### src/core/pin_mux_cfg.svh
// Constants for the upper port pin function multiplexer
`ifndef PIN_MUX_CFG_SVH
`define PIN_MUX_CFG_SVH
`define PIN_COUNT 2
`define PIN6_IDX 0
`define PIN7_IDX 1
`define PIN6_ANALOG_EN_BIT 7
`define PIN_DIR_RESET 2'h0
`define PIN_SEL_RESET 2'h0
`define ANALOG_EN_RESET 8'h00
`endif

### src/core/pin_mux_pkg.sv
// Types for the upper port pin function multiplexer
package pin_mux_pkg;
  typedef enum logic [1:0] {
    fn_gpio,
    fn_periph_in,
    fn_drive_low,
    fn_analog
  } pin_func_e;

  typedef struct packed {
    logic [1:0] port4_direction_bits;
    logic [1:0] port4_peripheral_select_bits;
    logic [7:0] analog_enable_upper_bits;
  } pin_ctrl_s;

  typedef struct packed {
    logic [1:0] out;
    logic [1:0] oe;
  } pin_drive_s;
endpackage

### src/core/pin_func_decode.sv
// Function decoder for one port pin
`timescale 1ns/10ps
module pin_func_decode (
  input wire logic dir,
  input wire logic sel,
  input wire logic aen,
  output pin_mux_pkg::pin_func_e func
);
  always_comb begin
    if (aen) begin
      func = pin_mux_pkg::fn_analog;
    end else if (!sel) begin
      func = pin_mux_pkg::fn_gpio;
    end else if (dir) begin
      func = pin_mux_pkg::fn_drive_low;
    end else begin
      func = pin_mux_pkg::fn_periph_in;
    end
  end
endmodule

### src/core/port4_upper_pin_function_mux.sv
// Pin function multiplexer for port bits 6 and 7 of the fourth port
`timescale 1ns/10ps
`include "pin_mux_cfg.svh"

// Functional notes
// - After reset both pins are plain I/O, select and analog enable cleared.
// - Select 0, analog 0: direction 0 input via Schmitt, 1 output.
// - Analog enable set: driver and Schmitt off, pin goes to analog.
// - Bit 6: select 1 dir 0 feeds timer hiz control; dir 1 drives low.
// - Bit 7: select 1 dir 0 feeds timer clock; dir 1 drives low; no analog.
module port4_upper_pin_function_mux (
  input wire logic clk,
  input wire logic rst,
  input wire logic ctrl_we,
  input wire pin_mux_pkg::pin_ctrl_s ctrl_wdata,
  input wire logic [1:0] port_out_bits,
  input wire logic [1:0] pin_in,
  output pin_mux_pkg::pin_ctrl_s ctrl_q,
  output logic [1:0] pin_out_q,
  output logic [1:0] pin_oe_q,
  output logic [1:0] port_in_q,
  output logic timer_output_hiz_control_in_q,
  output logic timer_external_clock_in_q,
  output logic analog_channel_fifteen_en_q,
  output logic [1:0] schmitt_en_q
);
  ////////////////////////////////////////////////////////////////////////////
  pin_mux_pkg::pin_func_e func [`PIN_COUNT];
  logic [1:0] aen;
  logic [1:0] out_d;
  logic [1:0] oe_d;
  logic [1:0] schmitt_d;

  // Bit 7 has no analog path, so its enable is tied off
  assign aen[`PIN6_IDX] = ctrl_q.analog_enable_upper_bits[`PIN6_ANALOG_EN_BIT];
  assign aen[`PIN7_IDX] = 1'b0;

  genvar i;
  generate
    for (i = 0; i < `PIN_COUNT; i++) begin : g_pin
      pin_func_decode u_dec (
        .dir(ctrl_q.port4_direction_bits[i]),
        .sel(ctrl_q.port4_peripheral_select_bits[i]),
        .aen(aen[i]),
        .func(func[i])
      );
      always_comb begin
        out_d[i] = 1'b0;
        oe_d[i] = 1'b0;
        schmitt_d[i] = 1'b1;
        case (func[i])
          pin_mux_pkg::fn_gpio: begin
            out_d[i] = port_out_bits[i];
            oe_d[i] = ctrl_q.port4_direction_bits[i];
          end
          pin_mux_pkg::fn_drive_low: begin
            out_d[i] = 1'b0;
            oe_d[i] = 1'b1;
          end
          pin_mux_pkg::fn_analog: begin
            schmitt_d[i] = 1'b0;
          end
          default: begin
          end
        endcase
      end
    end
  endgenerate

  ////////////////////////////////////////////////////////////////////////////
  // Control register, loaded by the CPU
  always_ff @(posedge clk) begin
    if (rst) begin
      ctrl_q.port4_direction_bits <= `PIN_DIR_RESET;
      ctrl_q.port4_peripheral_select_bits <= `PIN_SEL_RESET;
      ctrl_q.analog_enable_upper_bits <= `ANALOG_EN_RESET;
    end else if (ctrl_we) begin
      ctrl_q <= ctrl_wdata;
    end
  end

  // Pad drive, registered so outputs come from flops
  always_ff @(posedge clk) begin
    if (rst) begin
      pin_out_q <= 2'h0;
      pin_oe_q <= 2'h0;
      schmitt_en_q <= 2'h3;
      analog_channel_fifteen_en_q <= 1'b0;
    end else begin
      pin_out_q <= out_d;
      pin_oe_q <= oe_d;
      schmitt_en_q <= schmitt_d;
      analog_channel_fifteen_en_q <= aen[`PIN6_IDX];
    end
  end

  ////////////////////////////////////////////////////////////////////////////
  // Input path; gating by Schmitt enable avoids floating analog levels
  logic [1:0] gated_in;
  assign gated_in = pin_in & schmitt_d;

  always_ff @(posedge clk) begin
    if (rst) begin
      port_in_q <= 2'h0;
    end else begin
      port_in_q <= gated_in;
    end
  end

  always_ff @(posedge clk) begin
    if (rst) begin
      timer_output_hiz_control_in_q <= 1'b0;
      timer_external_clock_in_q <= 1'b0;
    end else begin
      timer_output_hiz_control_in_q <=
        (func[`PIN6_IDX] == pin_mux_pkg::fn_periph_in) & gated_in[`PIN6_IDX];
      timer_external_clock_in_q <=
        (func[`PIN7_IDX] == pin_mux_pkg::fn_periph_in) & gated_in[`PIN7_IDX];
    end
  end
endmodule

### config.mk
export PLATFORM = sky130hd
export DESIGN_NAME = port4_upper_pin_function_mux
export DESIGN_NICKNAME = d
export VERILOG_FILES = /design/src/core/pin_mux_pkg.sv /design/src/core/pin_func_decode.sv /design/src/core/port4_upper_pin_function_mux.sv
export VERILOG_INCLUDE_DIRS = /design/src /design/src/core
export SDC_FILE = /design/constraint.sdc
export NUM_CORES = 1
export LEC_CHECK = 0
export BUFFER_PORTS_ARGS = -buffer_cell sky130_fd_sc_hd__buf_4
export CAP_MARGIN = 20
export CORE_UTILIZATION = 40
export CTS_BUF_LIST = sky130_fd_sc_hd__clkbuf_8
export DETAILED_ROUTE_END_ITERATION = 12
export PLACE_DENSITY = 0.8
export SLEW_MARGIN = 20
export SYNTH_ARGS = -nofsm -noshare
export SYNTH_HDL_FRONTEND = slang
export SYNTH_SLANG_ARGS = --single-unit
### constraint.sdc
create_clock -name clk -period 0.8 [get_ports clk]
set_input_delay 0.16 -clock clk [delete_from_list [all_inputs] [get_ports clk]]
set_output_delay 0.16 -clock clk [all_outputs]
set_load 0.005 [all_outputs]
# Yosys cells after proc, flatten, opt, wreduce, memory -nomap -nowiden
# Cells that the tools add are included.
[op_classes]
eq_ne = 6
n_mux = 9
mul = 0
bitwise = 5
n_div = 0
order_cmp = 0
addsub = 0
n_reduce_logical = 4
shifts = 0
[ops]
columns = ["operator", "n"]
rows = [
  ["2-bit 2-to-1 mux", 5],
  ["2-bit == test, second input constant", 4],
  ["2-bit by 1-bit == test with 1-bit output, second input constant", 2],
  ["2-bit zero test", 2],
  ["1-bit case mux with 2 select lines", 2],
  ["2-bit OR reduction", 2],
  ["1-bit bitwise AND", 2],
  ["2-bit bitwise AND", 1],
  ["1-bit 2-to-1 mux", 2],
  ["1-bit inverter", 2],
]
[totals]
out_inout_bits = 23
inputBits = 19
memories = 0
register_bits = 23
ramBits = 0
latchBits = 0
mem_bits_ro = 0

# Depth between registers and ports, before layout
# Gate-level depths: netlist (run 1).
[depth]
depth_word = 7
ltp_mapped = 3
depth_no_buf = 2

# Cells and area by module
# Synthesis (run 1) repeated with hierarchy kept, for this count alone.
[hier_totals]
hier_cells = 72
area_unflattened_um2 = 784.5
[by_module_without_submodules]
columns = ["mod", "seq_area_each_um2", "n_inst", "cells_each", "area_per_inst_um2"]
rows = [
  ["port4_upper_pin_function_mux", 460.4, 1, 66, 744.5],
  ["pin_func_decode", 0.0, 2, 3, 20.0],
]

# Worst setup path before layout (run 1)
# OpenSTA, ideal clock, no wires.
[synth_path]
path_type = "flip-flop to flip-flop"
from = "register ctrl_q[7] in the netlist's numbering"
to = "register timer_output_hiz_control_in_q"
path_buffers = 0
stages_incl_launch_ff = 3
setup_slack_ns = 0.104
setup_time_ns = 0.117
arrival_ns = 0.579
required_ns = 0.683
cell_sequence = "dfxtp_1 nor2_1 and4b_1"
[synth_between]
elab_chain_len = 5
[synth_rtl]
columns = ["item", "line_no", "source"]
rows = [
  ["start: declaration", "port4_upper_pin_function_mux.sv:18", "output pin_mux_pkg::pin_ctrl_s ctrl_q,"],
  ["start signal: assignment", "port4_upper_pin_function_mux.sv:78", "ctrl_q <= ctrl_wdata;"],
  ["2-bit 2-to-1 mux (*)", "pin_func_decode.sv:10", "if (aen) begin"],
  ["2-bit == test", "port4_upper_pin_function_mux.sv:51", "case (func[i])"],
  ["1-bit 2-to-1 mux", "port4_upper_pin_function_mux.sv:51", ""],
  ["2-bit bitwise AND", "port4_upper_pin_function_mux.sv:100", "assign gated_in = pin_in & schmitt_d;"],
  ["1-bit bitwise AND (*)", "port4_upper_pin_function_mux.sv:116", "(func[`PIN6_IDX] == pin_mux_pkg::fn_periph_in) & gated_in[`PIN6_IDX];"],
  ["end signal: assignment", "port4_upper_pin_function_mux.sv:115", "timer_output_hiz_control_in_q <="],
  ["end: declaration", "port4_upper_pin_function_mux.sv:22", "output logic timer_output_hiz_control_in_q,"],
]
# Every way passes the cells marked *; elsewhere a longest branch is shown, timed or not.
# A chain may end at the register's enable or synchronous reset.

# Worst setup path after layout (run 1)
[layout_path]
from = "register ctrl_q[7] in the netlist's numbering"
to = "output ctrl_q[7] in the netlist's numbering"
# No word-level cell between the ends.

==> summary.txt, run 1 <==
Run status
  – Outcome: finished, violations left
  – Failing checks: negative setup slack

STA
  – Final WS setup: -0.0707 ns
  – RSZ-0062 raised after global routing: true
  – Setup Skew: 0.00174 ns
  – Period utilization: 109%
  – Peak Freq: ~1100 MHz
  – Tmin final: just under 0.9 ns
  – Final setup fails: 28
  – Hold slack: roughly 0.14 ns
  – Setup TNS: -1.19 ns
  – Final Hold Viols: 0
  – Pins over their slew limit: 0

Critical path
  – Critical path destination: ctrl_q[7]
  – Worst-path fanout max: 3
  – WP buf/inv: 1
  – CP required: 0.64 ns
  – Worst r2r src: ctrl_q[7]$_SDFFE_PP0P_
  – Slowest-stage cell, CP: dfxtp_2
  – CP Launch Type: register
  – CP arrival: 0.71 ns
  – Reg2reg end: timer_output_hiz_control_in_q$_SDFF_PP0_
  – Crit end category: output pin
  – Reg2reg setup slack: -0.06 ns
  – Crit path launch: ctrl_q[7]$_SDFFE_PP0P_
  – CP peak stage delay: 0.36 ns
  – CP cell instances: buf_6
  – R2r worst-path depth: 3
  – Crit Path Category: register to output pin
  – CP delay by family, top: flip-flops
  – Crit path depth: 1

Floorplanning
  – FP Rows: 15
  – Die footprint: 2080 µm²
  – Initial Util: 43.2%
  – Core area: 1760 µm²
  – Die W: around 46 µm
  – # IOs: 42
  – Die height: 45.6 µm

Power
  – Internal: 1.79 mW
  – Clock power share: a little under a third
  – VDD IR-drop max: 0.000965 V
  – Tot Pwr: 2.29 mW
  – Cell Pwr Density: roughly 1800 nW/µm²
  – Lkg Pwr: between 0.6 and 0.7 nW
  – Sw frac: 21.7%
  – Logic pwr share: between 10% and 20%
  – Net switching power: 497 µW
  – Flop pwr share: 54.5%

Clock tree
  – CTS root buf: clkbuf_8
  – Clk buf depth: 2
  – Max H-tree Level: 1
  – Skew-Pair Late Insertion Delay: 0.25 ns
  – Num Clock Sinks: 23
  – Clock slew at reported path FFs: about 0.080 ns
  – CTS tree: built
  – Num CTS Buffers: 3

Detailed routing
  – Vias: 603
  – Wl on met1: 683 µm
  – 1st-pass router iterations: 4
  – Drt wl/cell: 12.6 µm
  – Total wire length: 1730 µm
  – WL met3: 94 µm
  – WL met2: slightly above 900 µm
  – DR iter-0 viols: 5
  – Via density: about 4.4
  – # DRC: 0
  – Highest Signal Layer: met4
  – Post-route ant nets: 0

Logic synthesis
  – Cell variety after synth: 14
  – Synth warn: 0
  – FF+latch count, synth: 23
  – Post-synthesis sequential area ratio: between 60% and 70%
  – Synthesized area per cell: 11.4 µm²
  – Mapped Cells: 67
  – Post-Syn Area: 762 µm²
  – Syn Nets: 86

Flow run
  – Max-Cap Viols: 0

Place
  – # port buffers: 41
  – Placer congestion estimate: 0.617
  – Placed Area: around 1000 µm²
  – Detailed-placement wirelength estimate: 978 µm

Global route
  – Vias in the first global route: 545
  – Grt ovf: 0
  – Largest net degree at the start of global routing: 14
  – Global Route Usage Sum: roughly 16%
  – Initial antenna violation count: 0
  – First-pass GRT wire length: 2320 µm

Final layout
  – Layout cells sized above 1: around 63%
  – Nets@finish: 132
  – Area delta synth->final: 64.7%
  – # diodes: 0
  – Filler cells: 139
  – Post-layout util: a little under three quarters
  – Final instance area: 1250 µm²

Worst hold path
  – Hold WC Path Type: primary input to register
flip-flops by register name, summed over array words and instances (netlist names):
name,cells
analog_channel_fifteen_en_q,1
ctrl_q,12
pin_oe_q,2
pin_out_q,2
port_in_q,2
schmitt_en_q,2
timer_external_clock_in_q,1
timer_output_hiz_control_in_q,1
timing repair:
item,CTS,global route
pin swaps,1,4
gates resized for setup,27,9
hold buffers,0,0
endpoints found under the setup margin,23,30
setup buffers,6,1
power groups by stage:
stage	clock network, mW	logic, mW	registers (mW)
finish	0.689	0.352	1.25
global route	0.761	0.382	1.25
CTS	0.704	0.327	1.24
detailed placement	0	0.266	1.26
global placement	0	0.261	1.26
floorplan	0	0.116	1.26
area by class of cell:
class / count / area (µm²) / share of cell area [%]
Inverter: 1 / 3.75 / 0.299
Timing Repair Buffer: 49 / 432 / 34.4
Sequential cell: 23 / 478 / 38.1
Tap cell: 25 / 31.3 / 2.49
Clock buffer: 3 / 41.3 / 3.29
Clock inverter: 1 / 5.00 / 0.399
Multi-Input combinational cell: 35 / 264 / 21.0
per-stage QoR:
| stage | setup slack, ns | cells |
|---|---|---|
| floorplan | 0.104 | 67 |
| global placement | 0.0489 | 126 |
| detailed placement | 0.0229 | 126 |
| CTS | -0.0689 | 136 |
| global route | -0.104 | 137 |
| finish | -0.0707 | 137 |
Yosys cell counts:
cell type,n,share of area (%)
dfxtp_1,23,60
nor2_1,13,6.4
mux2i_1,12,16
buf_4,5,4.9
nor2b_1,3,2.5
and2_1,2,1.6
buf_2,2,1.3
and3b_1,1,1.1
and4b_1,1,1.3
buf_6,1,1.5
conb_1,1,0.49
inv_1,1,0.49
nor3b_1,1,0.99
nor4b_1,1,1.1
kinds of logic after synthesis:
kind of cell	share of synthesized area (%)
simple gates	15.1
buf+inv	8.21
other cells	0.492
flops	60.4
mux	15.8
layout by cell type (no fill, tap or decap), drive strengths merged:
master,synthesis,routed
dfxtp,23,23
inv,1,1
nor3b,1,1
clkinv,0,1
nor2b,3,3
clkbuf,0,3
and3b,1,1
mux2i,12,12
nor2,13,13
and4b,1,1
and2,2,2
buf,8,49
conb,1,1
nor4b,1,1
layer usage:
layer / global-route usage [%] / vias up
met5: 0 / -
met3: 5.16 / 2
met2: 27.4 / 26
met4: 9.09 / 0
li1: - / 298
met1: 18.0 / 277
how the worst min path moves through the flow:
stage                  start                      end  slack, ns  cells past startpoint
2_1_floorplan      pin_in[0]  port_in_q[0]$_SDFF_PP0_       0.28                      1
3_3_place_gp       pin_in[0]  port_in_q[0]$_SDFF_PP0_       0.37                      2
3_5_place_dp       pin_in[0]  port_in_q[0]$_SDFF_PP0_       0.38                      2
4_1_cts            pin_in[0]  port_in_q[0]$_SDFF_PP0_       0.12                      2
5_1_grt        ctrl_wdata[8]   ctrl_q[8]$_SDFFE_PP0P_       0.14                      3
6_report       ctrl_wdata[7]   ctrl_q[7]$_SDFFE_PP0P_       0.14                      3
Power figures use the tool's default switching activity.
==> inputs of run 2 (changes only) <==
CELL_PAD_IN_SITES_DETAIL_PLACEMENT = 0   (was default)
CELL_PAD_IN_SITES_GLOBAL_PLACEMENT = 1   (was default)
CORE_MARGIN = 4   (was default)
CORE_UTILIZATION = 29   (was 40)
PLACE_DENSITY = 0.79   (was 0.8)
SLEW_MARGIN = 0   (was 20)
==> run 2 against run 1 <==
Compared with the run above: non-clock buffer count decreased by 3; clock power down 2%; the flow still finishes with violations (negative setup slack); total power down 1.8%; largest cell class unchanged; via count down 2.8%; flip-flop and latch count unchanged; worst hold slack worse by 0.021 ns; first-iteration DRC count is 80% lower; clock-buffer cell count stayed put.
==> summary.txt, run 2 (synthesis gave the netlist of run 1 again) <==
Run status
  – Outcome: finished, violations left
  – Failing checks: negative setup slack

Floorplanning
  – Initial Util: 30.5% (-13 points)
  – FP Rows: 18 (+3)
  – Die W: 59.3 µm (+30%)
  – Die height: 59.3 µm (+30%)
  – # IOs: 42 (unchanged)
  – Die footprint: 3510 µm² (+69%)
  – Core area: 2500 µm² (+42%)

Power
  – VDD IR-drop max: 0.00101 V (+4.4%)
  – Cell Pwr Density: 1810 nW/µm² (-0.94%)
  – Tot Pwr: 2.25 mW (-1.8%)
  – Lkg Pwr: 0.603 nW (-2.2%)

Detailed routing
  – Highest Signal Layer: met3
  – 1st-pass router iterations: 2 (-2)
  – WL met3: 156 µm (+66%)
  – DR iter-0 viols: 1 (-4)
  – Vias: 586 (-2.8%)
  – Wl on met1: 676 µm (-1.0%)
  – Via density: 4.22 (-4.2%)
  – Post-route ant nets: 0 (unchanged)
  – Total wire length: 1570 µm (-9.5%)
  – # DRC: 0 (unchanged)
  – WL met2: 735 µm (-21%)
  – Drt wl/cell: 11.3 µm (-11%)

STA
  – Pins over their slew limit: 0 (unchanged)
  – Setup Skew: 0.00226 ns (+0.000521 ns)
  – RSZ-0062 raised after global routing: true
  – Period utilization: 111% (+2.7 points)
  – Final setup fails: 23 (-18%)
  – Peak Freq: 1120 MHz (-2.4%)
  – Tmin final: 0.892 ns (+0.0213 ns)
  – Hold slack: 0.119 ns (-0.0209 ns)
  – Final WS setup: -0.0920 ns (-0.0213 ns)
  – Final Hold Viols: 0 (unchanged)

Clock tree
  – Num CTS Buffers: 3 (unchanged)
  – Clock slew at reported path FFs: 0.08 ns (about the same)
  – CTS root buf: clkbuf_8
  – Num Clock Sinks: 23 (unchanged)
  – Skew-Pair Late Insertion Delay: 0.25 ns (about the same)
  – CTS tree: built
  – Clk buf depth: 2 (unchanged)
  – Max H-tree Level: 1 (unchanged)

Critical path
  – Crit end category: output pin
  – CP Launch Type: register
  – CP delay by family, top: flip-flops
  – Crit path launch: ctrl_q[7]$_SDFFE_PP0P_
  – Slowest-stage cell, CP: dfxtp_4
  – WP buf/inv: 1 (unchanged)
  – Worst r2r src: ctrl_q[7]$_SDFFE_PP0P_
  – Crit Path Category: register to output pin
  – CP peak stage delay: 0.37 ns (about the same)
  – CP arrival: 0.73 ns (+0.02 ns)
  – Worst-path fanout max: 5 (+2)
  – CP required: 0.64 ns (about the same)
  – CP cell instances: buf_6

Global route
  – First-pass GRT wire length: 2600 µm (+12%)
  – Vias in the first global route: 618 (+13%)
  – Grt ovf: 0 (unchanged)
  – Global Route Usage Sum: 9.78% (-6.5 points)
  – Initial antenna violation count: 0 (unchanged)
  – Largest net degree at the start of global routing: 13 (-1)

Place
  – # port buffers: 41 (unchanged)
  – Placed Area: 1060 µm² (+0.60%)
  – Cell total after placement: 131 (+4.0%)
  – Dpl ws: 0.0225 ns (-0.000339 ns)
  – Detailed-placement wirelength estimate: 1130 µm (+16%)
  – Placer congestion estimate: 0.637 (+3.3%)

Final layout
  – Nets@finish: 129 (-2.3%)
  – Area delta synth->final: 63.2%
  – Number of flip-flops in the largest register: 12 (unchanged)
  – Most common cell after layout, fill and taps aside: buf_4
  – Layout cells sized above 1: 64.2% (+1.7 points)
  – Final Non-Filler Cells: 139 (+1.5%)
  – Largest Register: ctrl_q
  – Final instance area: 1240 µm² (-0.90%)
  – Filler cells: 235 (+69%)
  – # diodes: 0 (unchanged)
  – Most frequent cells in the layout: buf_4 (25), buf_6 (21), dfxtp_2 (19), nor2_1 (13), mux2i_1 (12)

Worst hold path
  – HP Start: pin_in[0]
  – Hold WC Path Type: primary input to register

Flow run
  – Max-Cap Viols: 0 (unchanged)
run 2: cell count changes in the layout (fill, tap and decap cells not counted), sizes merged:
cell    previous run  this run
buf               49        46
clkinv             1         0
inv                1         2
run 2: report_power, final:
part	internal (mW)	switching, mW	leakage, nW
clock	0.341	0.331	0.0269
sequential	1.21	0.0385	0.196
combinational	0.220	0.102	0.380
total	1.77	0.471	0.603
run 2: layer usage:
| metal | vias up | track usage (%) |
|---|---|---|
| met3 | 0 | 3.70 |
| li1 | 293 | - |
| met5 | - | 0 |
| met4 | 0 | 2.91 |
| met1 | 267 | 11.6 |
| met2 | 26 | 16.2 |
run 2: final cells by class:
cell class                 count  area, µm²  area share, %
clock inverter                 1       3.75          0.302
timing repair buffer          46        424           34.1
clock buffer                   3       41.3           3.32
multi-input combinational     35        245           19.7
tap                           30       37.5           3.02
inverter                       1       3.75          0.302
sequential                    23        488           39.2
run 2: path summary, 6_finish.rpt:
path | end | slack [ns] | depth (start not counted)
max | ctrl_q[7] | -0.09 | 1
min | port_in_q[0]$_SDFF_PP0_ | 0.12 | 2
max reg2reg | timer_output_hiz_control_in_q$_SDFF_PP0_ | 0.02 | 2
min reg2reg | pin_out_q[0]$_SDFF_PP0_ | 0.46 | 1
run 2: repair_timing:
item | in CTS | in global routing
endpoints found under the setup margin | 23 | 25
hold buffers | 0 | 0
buffers inserted | 4 | 0
gates resized for setup | 25 | 18
cloned | 0 | 0
run 2: stage by stage:
step | util [%] | setup TNS (ns)
floorplan | - | 0
global placement | 42.2 | 0
detailed placement | 42.2 | 0
CTS | 47.7 | -1.31
global route | 49.7 | -1.83
finish | 49.7 | -1.03
==> inputs of run 3 (changes only) <==
REMOVE_ABC_BUFFERS = 1   (was default)
==> run 3 against run 2 <==
Compared with the run above: the flow still finishes with violations (negative setup slack); clock-buffer cell count unchanged; routed wire length up 7.1%; worst setup slack better by 0.031 ns; maximum frequency up 3.6%; worst hold slack worse by 0.010 ns; global-route usage up 0.32 points; non-clock buffer count up 1; flip-flop and latch count unchanged; sequential share of layout area down 1.2 points; die area unchanged; cell area up 2.0%; critical path type unchanged; largest cell class unchanged; largest power group unchanged.
==> summary.txt, run 3 (synthesis gave the netlist of run 1 again) <==
Critical path
  – Reg2reg end: pin_out_q[0]$_SDFF_PP0_
  – Slowest-stage cell, CP: dfxtp_2
  – CP arrival: 0.70 ns (-0.03 ns)
  – CP cell instances: buf_6
  – R2r worst-path depth: 2 (unchanged)
  – WP buf/inv: 1 (unchanged)
  – Reg2reg setup slack: 0 ns (-0.02 ns)
  – CP Launch Type: register
  – Worst-path fanout max: 2 (-3)
  – Worst r2r src: ctrl_q[7]$_SDFFE_PP0P_
  – CP required: 0.64 ns (about the same)
  – Crit path depth: 1 (unchanged)
  – Crit end category: output pin
  – Crit Path Category: register to output pin
  – CP peak stage delay: 0.33 ns (-0.04 ns)
  – CP delay by family, top: flip-flops
  – Crit path launch: ctrl_q[9]$_SDFFE_PP0P_
  – Critical path destination: ctrl_q[9]

Global route
  – Global Route Usage Sum: 10.1% (+0.32 points)
  – First-pass GRT wire length: 2640 µm (+1.3%)
  – Vias in the first global route: 630 (+1.9%)
  – Grt ovf: 0 (unchanged)
  – Initial antenna violation count: 0 (unchanged)
  – Largest net degree at the start of global routing: 15 (+2)

Clock tree
  – CTS root buf: clkbuf_8
  – Clk buf depth: 2 (unchanged)
  – Num CTS Buffers: 3 (unchanged)
  – Max H-tree Level: 1 (unchanged)
  – Num Clock Sinks: 23 (unchanged)
  – Skew-Pair Late Insertion Delay: 0.26 ns (about the same)
  – CTS tree: built
  – Clock slew at reported path FFs: 0.08 ns (about the same)

Detailed routing
  – 1st-pass router iterations: 3 (+1)
  – DR iter-0 viols: 6 (+5)
  – Total wire length: 1680 µm (+7.1%)
  – Vias: 592 (+1.0%)
  – # DRC: 0 (unchanged)
  – Post-route ant nets: 0 (unchanged)
  – Via density: 4.23 (+0.30%)
  – Drt wl/cell: 12.0 µm (+6.3%)

STA
  – Tmin final: 0.861 ns (-0.0313 ns)
  – RSZ-0062 raised after global routing: true
  – Setup TNS: -1.13 ns (-0.0966 ns)
  – Final WS setup: -0.0607 ns (+0.0313 ns)
  – Period utilization: 108% (-3.9 points)
  – Setup Skew: 0.00193 ns (-0.000332 ns)
  – Pins over their slew limit: 0 (unchanged)
  – Final Hold Viols: 0 (unchanged)
  – Peak Freq: 1160 MHz (+3.6%)
  – Final setup fails: 24 (+4.3%)

Power
  – Lkg Pwr: 0.614 nW (+1.8%)
  – VDD IR-drop max: 0.00107 V (+6.7%)
  – Cell Pwr Density: 1810 nW/µm² (about the same)

Floorplanning
  – FP Rows: 18 (unchanged)
  – # IOs: 42 (unchanged)
  – Die W: 59.3 µm (unchanged)
  – Die height: 59.3 µm (unchanged)
  – Die footprint: 3510 µm² (unchanged)
  – Core area: 2500 µm² (unchanged)
  – Initial Util: 30.5% (unchanged)

Run status
  – Outcome: finished, violations left
  – Failing checks: negative setup slack

Final layout
  – Most common cell after layout, fill and taps aside: buf_4
  – Filler cells: 240 (+2.1%)
  – Layout cells sized above 1: 64.5% (+0.33 points)
  – Final Non-Filler Cells: 140 (+0.72%)
  – Most frequent cells in the layout: buf_4 (25), buf_6 (22), dfxtp_2 (18), mux2i_1 (12), nor2_1 (12)
  – Nets@finish: 130 (+0.78%)
  – Area delta synth->final: 66.5%
  – Number of flip-flops in the largest register: 12 (unchanged)
  – Largest Register: ctrl_q
  – # diodes: 0 (unchanged)

Place
  – Cell total after placement: 131 (unchanged)
  – Detailed-placement wirelength estimate: 1130 µm (-0.42%)
  – Placer congestion estimate: 0.634 (-0.56%)
  – # port buffers: 41 (unchanged)

Worst hold path
  – Hold WC Path Type: primary input to register

Flow run
  – Max-Cap Viols: 0 (unchanged)
==> run 3: worst min path at each step <==
stage                    from                 endpoint  slack, ns  depth (start not counted)
floorplan                 rst   pin_oe_q[1]$_SDFF_PP0_       0.23                          1
global placement    pin_in[0]  port_in_q[0]$_SDFF_PP0_       0.38                          2
detailed placement  pin_in[0]  port_in_q[0]$_SDFF_PP0_       0.38                          2
CTS                 pin_in[0]  port_in_q[0]$_SDFF_PP0_       0.10                          2
global route        pin_in[0]  port_in_q[0]$_SDFF_PP0_       0.12                          2
finish              pin_in[0]  port_in_q[0]$_SDFF_PP0_       0.11                          2
==> run 3: repair_timing <==
item,in CTS,in global routing
setup buffers,5,0
hold buffers,0,0
gates resized for setup,27,18
setup endpoints to repair,23,28
pin swaps,2,3
==> run 3: per-layer routing <==
layer  vias up  wire [µm]  track usage (%)  part of all wire (%)
li1        295          -                -                     -
met1       270        703             11.0                    42
met2        27        810             17.0                    48
met3         0        165             4.58                   9.8
met4         0          0             3.88                     0
met5         -          0                0                     0
==> run 3: layout make-up <==
| class | count | area (µm²) | area share (%) |
|---|---|---|---|
| clock inverter | 1 | 3.75 | 0.296 |
| multi-input combinational | 35 | 264 | 20.8 |
| inverter | 1 | 3.75 | 0.296 |
| sequential | 23 | 483 | 38.1 |
| clock buffer | 3 | 41.3 | 3.25 |
| tap | 30 | 37.5 | 2.96 |
| timing repair buffer | 47 | 435 | 34.3 |
==> run 3: report_power, final <==
part | leakage [nW] | total (mW) | internal, mW | switching, mW
combinational | 0.392 | 0.345 | 0.231 | 0.114
sequential | 0.195 | 1.25 | 1.21 | 0.0360
clock | 0.0269 | 0.696 | 0.342 | 0.354
==> run 3: stage by stage <==
stage | hold WS, ns | worst slack (ns) | area, µm² | power [mW] | utilization [%]
detailed placement | 0.377 | 0.0280 | 1060 | 1.53 | 42.2
global placement | 0.377 | 0.0516 | 1060 | 1.53 | 42.2
global route | 0.123 | -0.0867 | 1270 | 2.38 | 50.8
floorplan | 0.232 | 0.0815 | 703 | 1.33 | -
CTS | 0.103 | -0.0662 | 1210 | 2.29 | 48.5
finish | 0.108 | -0.0607 | 1270 | 2.29 | 50.8
